## src/inc/ffm_pkg.sv

```systemverilog
// ---------------------------------------------------------------------------
// Freefall / motion detector shared definitions
// ---------------------------------------------------------------------------
package ffm_pkg;

  // -------------------------------------------------------------------------
  // Widths and counts
  // -------------------------------------------------------------------------
  localparam int NUM_CH   = 2;
  localparam int NUM_AXES = 3;
  localparam int SAMPLE_W = 12;
  localparam int THS_W    = 7;
  localparam int CNT_W    = 8;
  localparam int ADDR_W   = 8;
  localparam int DATA_W   = 8;
  localparam int FLAG_W   = 2 * NUM_AXES;

  // Magnitude bit that maps onto threshold bit 0
  localparam int MAG_THS_LSB = 4;

  // -------------------------------------------------------------------------
  // Register offsets, first set; the second set sits one stride higher
  // -------------------------------------------------------------------------
  localparam logic [ADDR_W-1:0] ADDR_CONFIG_A    = 8'h23;
  localparam logic [ADDR_W-1:0] ADDR_SOURCE_A    = 8'h24;
  localparam logic [ADDR_W-1:0] ADDR_THRESHOLD_A = 8'h25;
  localparam logic [ADDR_W-1:0] ADDR_COUNT_A     = 8'h26;
  localparam logic [ADDR_W-1:0] CH_STRIDE        = 8'h04;

  // -------------------------------------------------------------------------
  // Reset values
  // -------------------------------------------------------------------------
  localparam logic [DATA_W-1:0] CONFIG_RESET    = 8'h00;
  localparam logic [DATA_W-1:0] THRESHOLD_RESET = 8'h00;
  localparam logic [CNT_W-1:0]  COUNT_RESET     = 8'h00;
  localparam logic [FLAG_W-1:0] FLAGS_RESET     = 6'h00;
  localparam logic [DATA_W-1:0] READ_UNMAPPED   = 8'h00;
  localparam logic [CNT_W-1:0]  CNT_MAX         = 8'hFF;

  // -------------------------------------------------------------------------
  // Field layouts
  // -------------------------------------------------------------------------
  typedef struct packed {
    logic event_latch_enable;
    logic combine_select;
    logic z_high_detect_enable;
    logic z_low_detect_enable;
    logic y_high_detect_enable;
    logic y_low_detect_enable;
    logic x_high_detect_enable;
    logic x_low_detect_enable;
  } ffm_cfg_t;

  typedef struct packed {
    logic             debounce_mode;
    logic [THS_W-1:0] fall_motion_threshold;
  } ffm_ths_t;

  typedef struct packed {
    logic z_high_flag;
    logic z_low_flag;
    logic y_high_flag;
    logic y_low_flag;
    logic x_high_flag;
    logic x_low_flag;
  } ffm_flags_t;

  typedef struct packed {
    logic       reserved;
    logic       event_active;
    ffm_flags_t flags;
  } ffm_src_t;

endpackage : ffm_pkg

```

## src/rtl/ffm_top.sv

```systemverilog
`timescale 1ns/1ps
// Notes on behaviour
// - Two independent detectors; second register set mirrors the first four words up.
// - Latch enable set: event active holds until software reads the source register.
// - Latch enable clear: source register shows live status every evaluation.
// - Combine select: 0 needs all enabled flags true, 1 needs any one.
// - Enabled axis high flag sets when magnitude is above the threshold.
// - Enabled axis low flag sets when magnitude is below the threshold.
// - Low compare uses the unsigned 7-bit threshold against axis magnitudes.
// - High compare uses the same threshold against axis magnitudes.
// - Event active sets when the selected combination of enabled flags is true.
// - Source: bit 7 zero, bit 6 event active, bits 5..0 axis flags.
// - Only event active latches; axis flags keep following live detection.
// - Event active goes to interrupt gating and routing onto an interrupt line.
// - Reset clears all configuration bits and source flags to zero.
// - Event flag asserts only once the debounce counter exceeds the count value.
// - Debounce mode 1 clears the counter on false; mode 0 decrements to zero.
module ffm_top (
  input  wire logic                         clk,
  input  wire logic                         sys_rst,
  input  wire logic                         clk_en,
  input  wire logic                         sample_valid,
  input  wire logic [ffm_pkg::SAMPLE_W-1:0] accel_x,
  input  wire logic [ffm_pkg::SAMPLE_W-1:0] accel_y,
  input  wire logic [ffm_pkg::SAMPLE_W-1:0] accel_z,
  input  wire logic [ffm_pkg::ADDR_W-1:0]   reg_addr,
  input  wire logic                         reg_wr,
  input  wire logic                         reg_rd,
  input  wire logic [ffm_pkg::DATA_W-1:0]   reg_wdata,
  output logic      [ffm_pkg::DATA_W-1:0]   reg_rdata,
  output logic                              reg_rvalid,
  input  wire logic [ffm_pkg::NUM_CH-1:0]   fall_motion_irq_enable,
  input  wire logic [ffm_pkg::NUM_CH-1:0]   fall_motion_irq_route,
  output logic      [ffm_pkg::NUM_CH-1:0]   event_active,
  output logic                              irq_line1,
  output logic                              irq_line2
);

  // -------------------------------------------------------------------------
  // Shared axis magnitudes
  // -------------------------------------------------------------------------
  wire logic [ffm_pkg::NUM_AXES-1:0][ffm_pkg::THS_W-1:0] magnitude;
  wire logic                                             evaluate;

  // Detectors only advance on a new sample
  assign evaluate = clk_en & sample_valid;

  ffm_magnitude u_mag_x (
    .sample    (accel_x),
    .magnitude (magnitude[0])
  );

  ffm_magnitude u_mag_y (
    .sample    (accel_y),
    .magnitude (magnitude[1])
  );

  ffm_magnitude u_mag_z (
    .sample    (accel_z),
    .magnitude (magnitude[2])
  );

  // -------------------------------------------------------------------------
  // Register storage and per-channel state
  // -------------------------------------------------------------------------
  ffm_pkg::ffm_cfg_t                    cfg_reg     [ffm_pkg::NUM_CH];
  ffm_pkg::ffm_ths_t                    ths_reg     [ffm_pkg::NUM_CH];
  logic [ffm_pkg::CNT_W-1:0]            count_reg   [ffm_pkg::NUM_CH];
  logic [ffm_pkg::CNT_W-1:0]            debounce_reg[ffm_pkg::NUM_CH];
  ffm_pkg::ffm_flags_t                  flags_reg   [ffm_pkg::NUM_CH];
  logic [ffm_pkg::NUM_CH-1:0]           ea_reg;

  wire logic [ffm_pkg::DATA_W-1:0]      rd_part     [ffm_pkg::NUM_CH];
  wire logic [ffm_pkg::NUM_CH-1:0]      rd_hit;
  wire logic [ffm_pkg::DATA_W-1:0]      rd_mux;

  // -------------------------------------------------------------------------
  // Detector channels
  // -------------------------------------------------------------------------
  genvar ch;
  generate
    for (ch = 0; ch < ffm_pkg::NUM_CH; ch++) begin : g_ch
      localparam logic [ffm_pkg::ADDR_W-1:0] OFS = 8'(ch) * ffm_pkg::CH_STRIDE;

      wire logic                        sel_cfg;
      wire logic                        sel_src;
      wire logic                        sel_ths;
      wire logic                        sel_count;
      wire logic                        src_read;
      wire ffm_pkg::ffm_flags_t         live_flags;
      wire logic                        condition;
      wire logic [ffm_pkg::CNT_W-1:0]   cnt_inc;
      wire logic [ffm_pkg::CNT_W-1:0]   cnt_dec;
      wire logic [ffm_pkg::CNT_W-1:0]   cnt_next;
      wire logic                        hit;
      wire logic                        ea_next;
      wire ffm_pkg::ffm_src_t           src_view;

      // ---------------------------------------------------------------------
      // Address decode
      // ---------------------------------------------------------------------
      assign sel_cfg   = (reg_addr == ffm_pkg::ADDR_CONFIG_A + OFS);
      assign sel_src   = (reg_addr == ffm_pkg::ADDR_SOURCE_A + OFS);
      assign sel_ths   = (reg_addr == ffm_pkg::ADDR_THRESHOLD_A + OFS);
      assign sel_count = (reg_addr == ffm_pkg::ADDR_COUNT_A + OFS);
      assign src_read  = clk_en & reg_rd & sel_src;

      // ---------------------------------------------------------------------
      // Compare and merge
      // ---------------------------------------------------------------------
      ffm_combine u_combine (
        .magnitude (magnitude),
        .threshold (ths_reg[ch].fall_motion_threshold),
        .cfg       (cfg_reg[ch]),
        .flags     (live_flags),
        .condition (condition)
      );

      // ---------------------------------------------------------------------
      // Debounce counter
      // ---------------------------------------------------------------------
      assign cnt_inc  = (debounce_reg[ch] == ffm_pkg::CNT_MAX) ?
                        debounce_reg[ch] : debounce_reg[ch] + 8'h01;
      assign cnt_dec  = (debounce_reg[ch] == 8'h00) ?
                        8'h00 : debounce_reg[ch] - 8'h01;
      assign cnt_next = condition ? cnt_inc :
                        (ths_reg[ch].debounce_mode ? 8'h00 : cnt_dec);
      assign hit      = condition && (cnt_next > count_reg[ch]);

      // ---------------------------------------------------------------------
      // Event active: latched or live
      // ---------------------------------------------------------------------
      // A fresh hit wins over a same-cycle clear by read
      assign ea_next = cfg_reg[ch].event_latch_enable ?
                       ((evaluate & hit) | (ea_reg[ch] & ~src_read)) :
                       (evaluate ? hit : ea_reg[ch]);

      always_ff @(posedge clk) begin
        if (sys_rst) begin
          debounce_reg[ch] <= 8'h00;
          flags_reg[ch]    <= ffm_pkg::FLAGS_RESET;
          ea_reg[ch]       <= 1'b0;
        end else if (clk_en) begin
          ea_reg[ch] <= ea_next;
          if (sample_valid) begin
            debounce_reg[ch] <= cnt_next;
            flags_reg[ch]    <= live_flags;
          end
        end
      end

      // ---------------------------------------------------------------------
      // Register writes
      // ---------------------------------------------------------------------
      always_ff @(posedge clk) begin
        if (sys_rst) begin
          cfg_reg[ch]   <= ffm_pkg::CONFIG_RESET;
          ths_reg[ch]   <= ffm_pkg::THRESHOLD_RESET;
          count_reg[ch] <= ffm_pkg::COUNT_RESET;
        end else if (clk_en && reg_wr) begin
          if (sel_cfg) begin
            cfg_reg[ch] <= reg_wdata;
          end else if (sel_ths) begin
            ths_reg[ch] <= reg_wdata;
          end else if (sel_count) begin
            count_reg[ch] <= reg_wdata;
          end
        end
      end

      // ---------------------------------------------------------------------
      // Read view
      // ---------------------------------------------------------------------
      assign src_view.reserved     = 1'b0;
      assign src_view.event_active = ea_reg[ch];
      assign src_view.flags        = flags_reg[ch];

      assign rd_hit[ch]  = sel_cfg | sel_src | sel_ths | sel_count;
      assign rd_part[ch] = sel_cfg   ? cfg_reg[ch] :
                           sel_src   ? src_view :
                           sel_ths   ? ths_reg[ch] :
                           sel_count ? count_reg[ch] :
                           ffm_pkg::READ_UNMAPPED;
    end
  endgenerate

  // -------------------------------------------------------------------------
  // Read port
  // -------------------------------------------------------------------------
  // Address ranges of the two sets never overlap, so an OR selects
  assign rd_mux = (rd_hit != 2'b00) ? (rd_part[0] | rd_part[1]) : ffm_pkg::READ_UNMAPPED;

  always_ff @(posedge clk) begin
    if (sys_rst) begin
      reg_rdata  <= ffm_pkg::READ_UNMAPPED;
      reg_rvalid <= 1'b0;
    end else if (clk_en) begin
      reg_rvalid <= reg_rd;
      if (reg_rd) begin
        reg_rdata <= rd_mux;
      end
    end
  end

  // -------------------------------------------------------------------------
  // Interrupt gating and routing
  // -------------------------------------------------------------------------
  wire logic [ffm_pkg::NUM_CH-1:0] ea_gated;
  wire logic                       line1_next;
  wire logic                       line2_next;

  assign ea_gated   = ea_reg & fall_motion_irq_enable;
  assign line1_next = |(ea_gated & fall_motion_irq_route);
  assign line2_next = |(ea_gated & ~fall_motion_irq_route);

  always_ff @(posedge clk) begin
    if (sys_rst) begin
      event_active <= 2'b00;
      irq_line1    <= 1'b0;
      irq_line2    <= 1'b0;
    end else if (clk_en) begin
      event_active <= ea_reg;
      irq_line1    <= line1_next;
      irq_line2    <= line2_next;
    end
  end

endmodule : ffm_top

```

## src/rtl/ffm_magnitude.sv

```systemverilog
`timescale 1ns/1ps
// ---------------------------------------------------------------------------
// Absolute value of one axis sample scaled to the threshold range
// ---------------------------------------------------------------------------
module ffm_magnitude (
  input  wire logic [ffm_pkg::SAMPLE_W-1:0] sample,
  output wire logic [ffm_pkg::THS_W-1:0]    magnitude
);

  wire logic [ffm_pkg::SAMPLE_W-1:0] abs_value;
  wire logic                         over_range;

  // Most negative code gives 2048, which saturates to the top of the range
  assign abs_value  = sample[ffm_pkg::SAMPLE_W-1] ? (~sample + 12'h001) : sample;
  assign over_range = abs_value[ffm_pkg::SAMPLE_W-1];
  assign magnitude  = over_range ? 7'h7F :
                      abs_value[ffm_pkg::MAG_THS_LSB +: ffm_pkg::THS_W];

endmodule : ffm_magnitude

```

## src/rtl/ffm_combine.sv

```systemverilog
`timescale 1ns/1ps
// ---------------------------------------------------------------------------
// Per-axis high/low compare and AND/OR merge for one detector
// ---------------------------------------------------------------------------
module ffm_combine (
  input  wire logic [ffm_pkg::NUM_AXES-1:0][ffm_pkg::THS_W-1:0] magnitude,
  input  wire logic [ffm_pkg::THS_W-1:0]                        threshold,
  input  wire ffm_pkg::ffm_cfg_t                                cfg,
  output wire ffm_pkg::ffm_flags_t                              flags,
  output wire logic                                             condition
);

  wire logic [ffm_pkg::FLAG_W-1:0] enables;
  wire logic [ffm_pkg::FLAG_W-1:0] raw_flags;
  wire logic                       all_true;
  wire logic                       any_true;

  assign enables = cfg[ffm_pkg::FLAG_W-1:0];

  // Axis a owns flag pair {high, low} at bits 2a+1 and 2a
  genvar a;
  generate
    for (a = 0; a < ffm_pkg::NUM_AXES; a++) begin : g_axis
      assign raw_flags[2*a+1] = enables[2*a+1] & (magnitude[a] > threshold);
      assign raw_flags[2*a]   = enables[2*a] & (magnitude[a] < threshold);
    end
  endgenerate

  // Nothing enabled never counts as an AND match
  assign all_true  = (enables != 6'h00) && (raw_flags == enables);
  assign any_true  = |raw_flags;
  assign condition = cfg.combine_select ? any_true : all_true;
  assign flags     = raw_flags;

endmodule : ffm_combine

```

## config.mk

```make
export PLATFORM = sky130hd
export DESIGN_NAME = ffm_top
export DESIGN_NICKNAME = d
export VERILOG_FILES = /design/src/inc/ffm_pkg.sv /design/src/rtl/ffm_top.sv /design/src/rtl/ffm_magnitude.sv /design/src/rtl/ffm_combine.sv
export SDC_FILE = /design/constraint.sdc
export NUM_CORES = 1
export LEC_CHECK = 0
export BUFFER_PORTS_ARGS = -buffer_cell sky130_fd_sc_hd__buf_4
export CORE_MARGIN = 5
export CORE_UTILIZATION = 60
export DETAILED_ROUTE_END_ITERATION = 10
export GPL_TIMING_DRIVEN = 0
export MAX_ROUTING_LAYER = met4
export PLACE_DENSITY = 0.84
export SETUP_SLACK_MARGIN = 0.05
export SYNTH_ARGS = -nofsm -noshare
export SYNTH_HDL_FRONTEND = slang
export SYNTH_SLANG_ARGS = --single-unit
```

## constraint.sdc

```tcl
create_clock -name clk -period 7.15 [get_ports clk]
set_clock_uncertainty 0.05 [all_clocks]
set_input_delay 1.43 -clock clk [delete_from_list [all_inputs] [get_ports clk]]
set_output_delay 1.43 -clock clk [all_outputs]
set_load 0.005 [all_outputs]
```

## Word-level counts from Yosys, hierarchy flattened

Memories as Yosys holds them, arrays and structs flattened.
Index checks and enable logic that the tools add are counted.

- Memories kept: 5
- Latch bits: 0
- Logic and storage cells: 187
- Flip-flop bits (word level): 15
- ROM bits: 0
- RAM bits: 76

- Mux-type cells: 75
- Bitwise operators: 48
- Magnitude comparators: 14
- Equal/unequal tests: 12
- Add/subtract/negate cells: 7
- Div/mod/pow operators: 0
- Reductions and logical operators: 19
- $mul: 0
- Shifts and indexed selects: 0

Memory list:

| name | words | bits a word | rd ports | clocked after Yosys merged registers in | write ports | RTL line | text |
|---|---|---|---|---|---|---|---|
| cfg_reg | 2 | 8 | 2 | 0 | 2 | ffm_top.sv:66 | `ffm_pkg::ffm_cfg_t cfg_reg [ffm_pkg::NUM_CH];` |
| count_reg | 2 | 8 | 2 | 0 | 2 | ffm_top.sv:68 | `logic [ffm_pkg::CNT_W-1:0] count_reg [ffm_pkg::NUM_CH];` |
| debounce_reg | 2 | 8 | 2 | 0 | 2 | ffm_top.sv:69 | `logic [ffm_pkg::CNT_W-1:0] debounce_reg[ffm_pkg::NUM_CH];` |
| ths_reg | 2 | 8 | 2 | 0 | 2 | ffm_top.sv:67 | `ffm_pkg::ffm_ths_t ths_reg [ffm_pkg::NUM_CH];` |
| flags_reg | 2 | 6 | 2 | 0 | 2 | ffm_top.sv:70 | `ffm_pkg::ffm_flags_t flags_reg [ffm_pkg::NUM_CH];` |

Operators with widths:

| kind | number |
|---|---|
| $mux 8 | 25 |
| $eq 8x6->1 const B | 8 |
| $gt 7x7->1 | 6 |
| $lt 7x7->1 | 6 |
| $mux 1 | 42 |
| $add 12x1->12 const B | 3 |
| $mux 12 | 3 |
| $not 12->12 | 3 |
| $mux 7 | 3 |
| $and 1x1->1 | 20 |
| $or 1x1->1 | 18 |
| $add 8x1->8 const B | 2 |
| $eq 8x8->1 const B | 2 |
| $gt 8x8->1 | 2 |
| $logic_not 8->1 | 2 |
| $sub 8x1->8 const B | 2 |
| $eq 6x6->1 | 2 |
| $mux 6 | 2 |
| $reduce_bool 6->1 | 2 |
| $reduce_or 6->1 | 2 |
| $or 8x8->8 | 1 |
| $and 2x2->2 | 3 |
| $reduce_and 2->1 | 3 |
| $reduce_bool 2->1 | 3 |
| other kinds (4) | 10 |

## Longest topological paths before layout

- Depth after elaboration: 15
- Depth in mapped cells: 27

## Modules after synthesis

Synthesis repeated with hierarchy kept, for this count alone.

- Cell total of the unflattened synthesis: 815
- Area total of the unflattened synthesis: 7568.5 µm²

By module, submodules not included:

| module | area an instance (µm²) | seq. area each (µm²) | cells each | times used |
|---|---|---|---|---|
| ffm_top | 5542.8 | 2582.5 | 549 | 1 |
| ffm_combine | 654.4 | 0.0 | 79 | 2 |
| ffm_magnitude | 239.0 | 0.0 | 36 | 3 |

## Worst setup path before layout

Ideal clock, no wire load.

- Path kind: input to register
- Start point: input accel_y[3] (netlist name)
- End point: register ea_reg[0] (netlist name)
- Arrival: 6461 ps
- Data required time: 6985 ps
- Setup slack: 525 ps
- Stages on the path: 19
- Cells stage by stage: or4_4 > or3_4 > or4_4 > or4b_4 > nand2_1 > ha_1 > a21oi_2 > a21oi_2 > a2111oi_4 > mux2i_1 > nor3_2 > mux2_2 > mux4_2 > ha_1 > a21o_1 > a21o_1 > a211oi_1 > nor4_1 > o21a_1

- Word-level cells in the longest chain between the ends: 15
- Elaborated cells on any way between the ends: 19
- Those cells by class: add/sub: 1; order compare: 3; eq/ne: 1; mux: 6; bitwise: 5; reduce/logical: 3

Ends and longest elaborated chain:

| element | RTL line | text |
|---|---|---|
| start: declaration | ffm_top.sv:24 | `input wire logic [ffm_pkg::SAMPLE_W-1:0] accel_y,` |
| $not 12->12 (*) | ffm_magnitude.sv:14 | `assign abs_value = sample[ffm_pkg::SAMPLE_W-1] ? (~sample + 12'h001) : sample;` |
| $add 12x1->12 (*) | ffm_magnitude.sv:14 |  |
| $mux 12 (*) | ffm_magnitude.sv:14 |  |
| $mux 7 (*) | ffm_magnitude.sv:16 | `assign magnitude = over_range ? 7'h7F :` |
| $lt 7x7->1 / $gt 7x7->1 (equally long branches) | ffm_combine.sv:25, ffm_combine.sv:24 |  |
| $and 1x1->1 (on tied branches) | ffm_combine.sv:25, ffm_combine.sv:24 |  |
| $eq 6x6->1 | ffm_combine.sv:30 | `assign all_true = (enables != 6'h00) && (raw_flags == enables);` |
| $logic_and 1x1->1 | ffm_combine.sv:30 |  |
| $mux 1 (*) | ffm_combine.sv:32 | `assign condition = cfg.combine_select ? any_true : all_true;` |
| $mux 8 (*) | ffm_top.sv:126 | `assign cnt_next = condition ? cnt_inc :` |
| named net g_ch[0].cnt_next (one bit) | ffm_top.sv:94 | `wire logic [ffm_pkg::CNT_W-1:0] cnt_next;` |
| $gt 8x8->1 (*) | ffm_top.sv:128 | `assign hit = condition && (cnt_next > count_reg[ch]);` |
| $logic_and 1x1->1 (*) | ffm_top.sv:128 |  |
| $and 1x1->1 | ffm_top.sv:135 | `((evaluate & hit) \| (ea_reg[ch] & ~src_read)) :` |
| $or 1x1->1 | ffm_top.sv:135 |  |
| $mux 1 (*) | ffm_top.sv:134 | `assign ea_next = cfg_reg[ch].event_latch_enable ?` |
| end signal: indexed assignment | ffm_top.sv:144 | `ea_reg[ch] <= ea_next;` |
| end: declaration | ffm_top.sv:71 | `logic [ffm_pkg::NUM_CH-1:0] ea_reg;` |

Mark *: on every way through the listed nets, which the timed path passes. The rest lies on a longest branch. The select of a mux whose other input is x is not followed.
A chain may end at the register's enable or synchronous reset.

## Worst setup path in the final report

- Start point: input accel_z[3] (netlist name)
- End point: register ea_reg[1] (netlist name)

- Word-level cells in the longest chain between the ends: 15
- Elaborated cells on any way between the ends: 19
- Those cells by class: add/sub: 1; order compare: 3; eq/ne: 1; mux: 6; bitwise: 5; reduce/logical: 3

Ends and longest elaborated chain:

| element | RTL line | text |
|---|---|---|
| start: declaration | ffm_top.sv:25 | `input wire logic [ffm_pkg::SAMPLE_W-1:0] accel_z,` |
| $not 12->12 (*) | ffm_magnitude.sv:14 |  |
| $add 12x1->12 (*) | ffm_magnitude.sv:14 |  |
| $mux 12 (*) | ffm_magnitude.sv:14 |  |
| $mux 7 (*) | ffm_magnitude.sv:16 |  |
| $lt 7x7->1 / $gt 7x7->1 (equally long branches) | ffm_combine.sv:25, ffm_combine.sv:24 |  |
| $and 1x1->1 (on tied branches) | ffm_combine.sv:25, ffm_combine.sv:24 |  |
| $eq 6x6->1 | ffm_combine.sv:30 |  |
| $logic_and 1x1->1 | ffm_combine.sv:30 |  |
| $mux 1 (*) | ffm_combine.sv:32 |  |
| $mux 8 (*) | ffm_top.sv:126 |  |
| named net g_ch[1].cnt_next (one bit) | ffm_top.sv:94 |  |
| $gt 8x8->1 (*) | ffm_top.sv:128 |  |
| $logic_and 1x1->1 (*) | ffm_top.sv:128 |  |
| $and 1x1->1 | ffm_top.sv:135 |  |
| $or 1x1->1 | ffm_top.sv:135 |  |
| $mux 1 (*) | ffm_top.sv:134 |  |

Marked as above.

==> impl_metrics.toml <==
[timing]
setup_violations = 0
max_freq_mhz = 145
layout_setup_ws_ps = 262
min_period_ps = 6890
rsz0062_at_grt = "false"
hold_viol = 0
tightest_slew_ps = 1340
max_slew_margin = 0.107
hold_slack_ps = 405
finalMaxSlewViolations = 0
period_share = 0.963

[worst_hold_path]
whs_path_depth = 2
hold_path.class = "reg2reg"
hold_path_end = "reg_rdata[1]"
min_from = "reg_rdata[1]"

[route]
drtIter0Drc = 615
wirelength_um = 20100
vias_per_cell = 6.40
vias = 6351
drc = 0
dr.pass1.iters = 6
final_antenna_net_count = 0
wl_per_cell_um = 20.3

[final_layout]
final_layout_size_suffix_gt1_frac = 0.156
area_growth_pct = 14.7
final_net_count = 971
num_antenna_cells = 0
fin_area_mm2 = 0.00809

[floorplan]
die_x_um = 118
start_util = 0.615
io_pins = 75
num_rows = 39
die_h_um = 118
core-area_mm2 = 0.0115
die-area_mm2 = 0.0140

[worst_setup_path]
crit_arrival_ps = 7060
crit_chain = "buf_4 -> or4_4 -> or3_4 -> or4_4 -> or4b_4 -> nand2_1 -> ha_1 -> a21oi_1 -> a21oi_1 -> or4b_1 -> a222oi_1 -> and4bb_2 -> or2_4 -> buf_6 -> a211o_1 -> nand2_1 -> ha_1 -> a21o_1 -> a21o_1 -> a21oi_1 -> o21ai_0 -> a32oi_1 -> nor2_1"
critPathKind = "in2reg"
rrSetupSlack_ps = 2870
reg2reg_depth = 22
slowest_stage = "or4b_1"
end_kind = "flip-flop"
critPathLaunchType = "input port"
path_common_cell = "a21oi_1"
reg2reg_to = "ea_reg[0]"
cp_top_family = "simple AND/OR/NAND/NOR gates"
cp.required_ps = 7320
slowest_delay_ps = 550
crit_buf_inv = 2
crit_path_max_fanout = 10
worstReg2RegStart = "ths_reg[0][6]"

[clock_network]
cts_hold_buf = 0
cts_buffers = 9
h-tree-depth = 3
cts_buffer_depth = 2
clk_latency_ps = 340
root_buffer = "clkbuf_16"
cts_sinks = 91
cts_tree = "yes"
clk_pin_slew_ps = 60

[global_route]
antenna_found_initial = 0
grt_pass1_wl_um = 31600
grt_pass1_vias = 6032
grt.total_usage = 0.288
grt_overflow = 0
grt_max_degree = 29

[place]
dp_hpwl_um = 15600
placed_area_mm2 = 0.00776
portBuffers = 71
dp_slack_ps = -193
place_congestion = 0.931

[pwr]
irDropWorstVdd_v = 0.000166
finalPower_mw = 1.44
leakage_nw = 3.35
power_density_mw_per_mm2 = 178

[yosys]
syn-num-nets = 888
ys_seq_elements = 91
synthTopCellsByCount = "nand2_1 (85), edfxtp_1 (76), ha_1 (63), and2_1 (60), a21oi_1 (45)"
synth-main-ff-cell = "edfxtp_1"
netlist.area_leader.share = 0.324
synth-edff-count = 76
ys_top_cells_by_area = "edfxtp_1 (32%), ha_1 (11%), and2_1 (5.3%), nand2_1 (4.5%), dfxtp_1 (4.3%)"
async_flop_share = 0
yosysWarnings = 0
yosysSeqAreaShare = 0.366
synth_cell_types = 74
synth_area_mm2 = 0.00705
avgSynthCellArea_um2 = 9.24
yosys.area.top_type = "edfxtp_1"
synthCells = 763
yosys.cell_count.top_type = "nand2_1"

[status]
status = "completed"

[run]
max_cap_viol_count = 0
placed cells by master, fill, tap and decap left out, types with 11 or more instances in the layout:
cell	Yosys	routed
o21ai_0	33	32
a21oi_1	45	44
clkbuf_1	18	19
nand4_1	14	14
nand2_1	85	85
o31ai_1	15	15
xor2_1	13	13
buf_4	0	72
and2_1	60	60
nor2_1	44	44
dfxtp_1	15	15
nand3b_1	13	13
nor3b_1	12	12
a211o_1	11	11
nand3_1	24	24
clkbuf_16	0	11
ha_1	63	63
mux2i_1	13	13
edfxtp_1	76	76
inv_1	43	43
nor3_1	14	12
how the worst max path moves through the flow:
stage	slack (ps)	end	cells past startpoint	start
after floorplan	520	ea_reg[0]	19	accel_y[3]
after global placement	-140	ea_reg[1]	24	accel_x[3]
after detailed placement	-190	ea_reg[1]	24	accel_x[3]
after CTS	160	ea_reg[1]	24	accel_x[3]
after global routing	60	ea_reg[0]	26	accel_z[3]
final	260	ea_reg[1]	23	accel_z[3]
logic make-up after synthesis:
family,after synthesis,share of synthesized area
buf+inv,69,0.0403
mux,20,0.0312
simple gates,330,0.259
fa+ha+maj,63,0.112
compound gates,171,0.167
flops,91,0.366
xor+xnor,19,0.0236
repair_timing:
item	in CTS	in global routing
buffers inserted	0	1
setup endpoints to repair	0	2
gates resized for setup	0	7
cell type report:
cell class,count,area (um2)
inverters,44,165
well taps,143,179
repair buffers,72,541
plain buffers,25,119
clock buffers,12,279
clock inverters,3,20.0
multi-input cells,603,4200
fillers,899,3380
flip-flops and latches,91,2580
stage by stage:
step | TNS (ps) | std cells | util
5_1_grt | 0 | 993 | 0.705
6_report | 0 | 993 | 0.705
2_1_floorplan | 0 | 763 | -
4_1_cts | 0 | 992 | 0.703
3_3_place_gp | -184 | 977 | 0.677
3_5_place_dp | -294 | 977 | 0.677
per-layer routing:
metal	vias to the layer above	wire, um	GRT usage
met5	-	0	-
met4	0	371	0.0730
met3	29	1660	0.0506
met2	284	9750	0.464
met1	3025	8340	0.380
li1	3013	-	-
power by group:
part           internal [mW]  switching [mW]
combinational          0.142           0.193
clock                  0.276           0.198
sequential             0.602          0.0272
total                   1.02           0.418
tightest hold or removal path: cells and delay by family, from the launching register on:
kind               cells  cell delay [ps]
DFF                    1              310
AOI/OAI and AO/OA      1               50
and+or+nand+nor        1               50
Note: power is estimated with default switching activity, not from simulation.
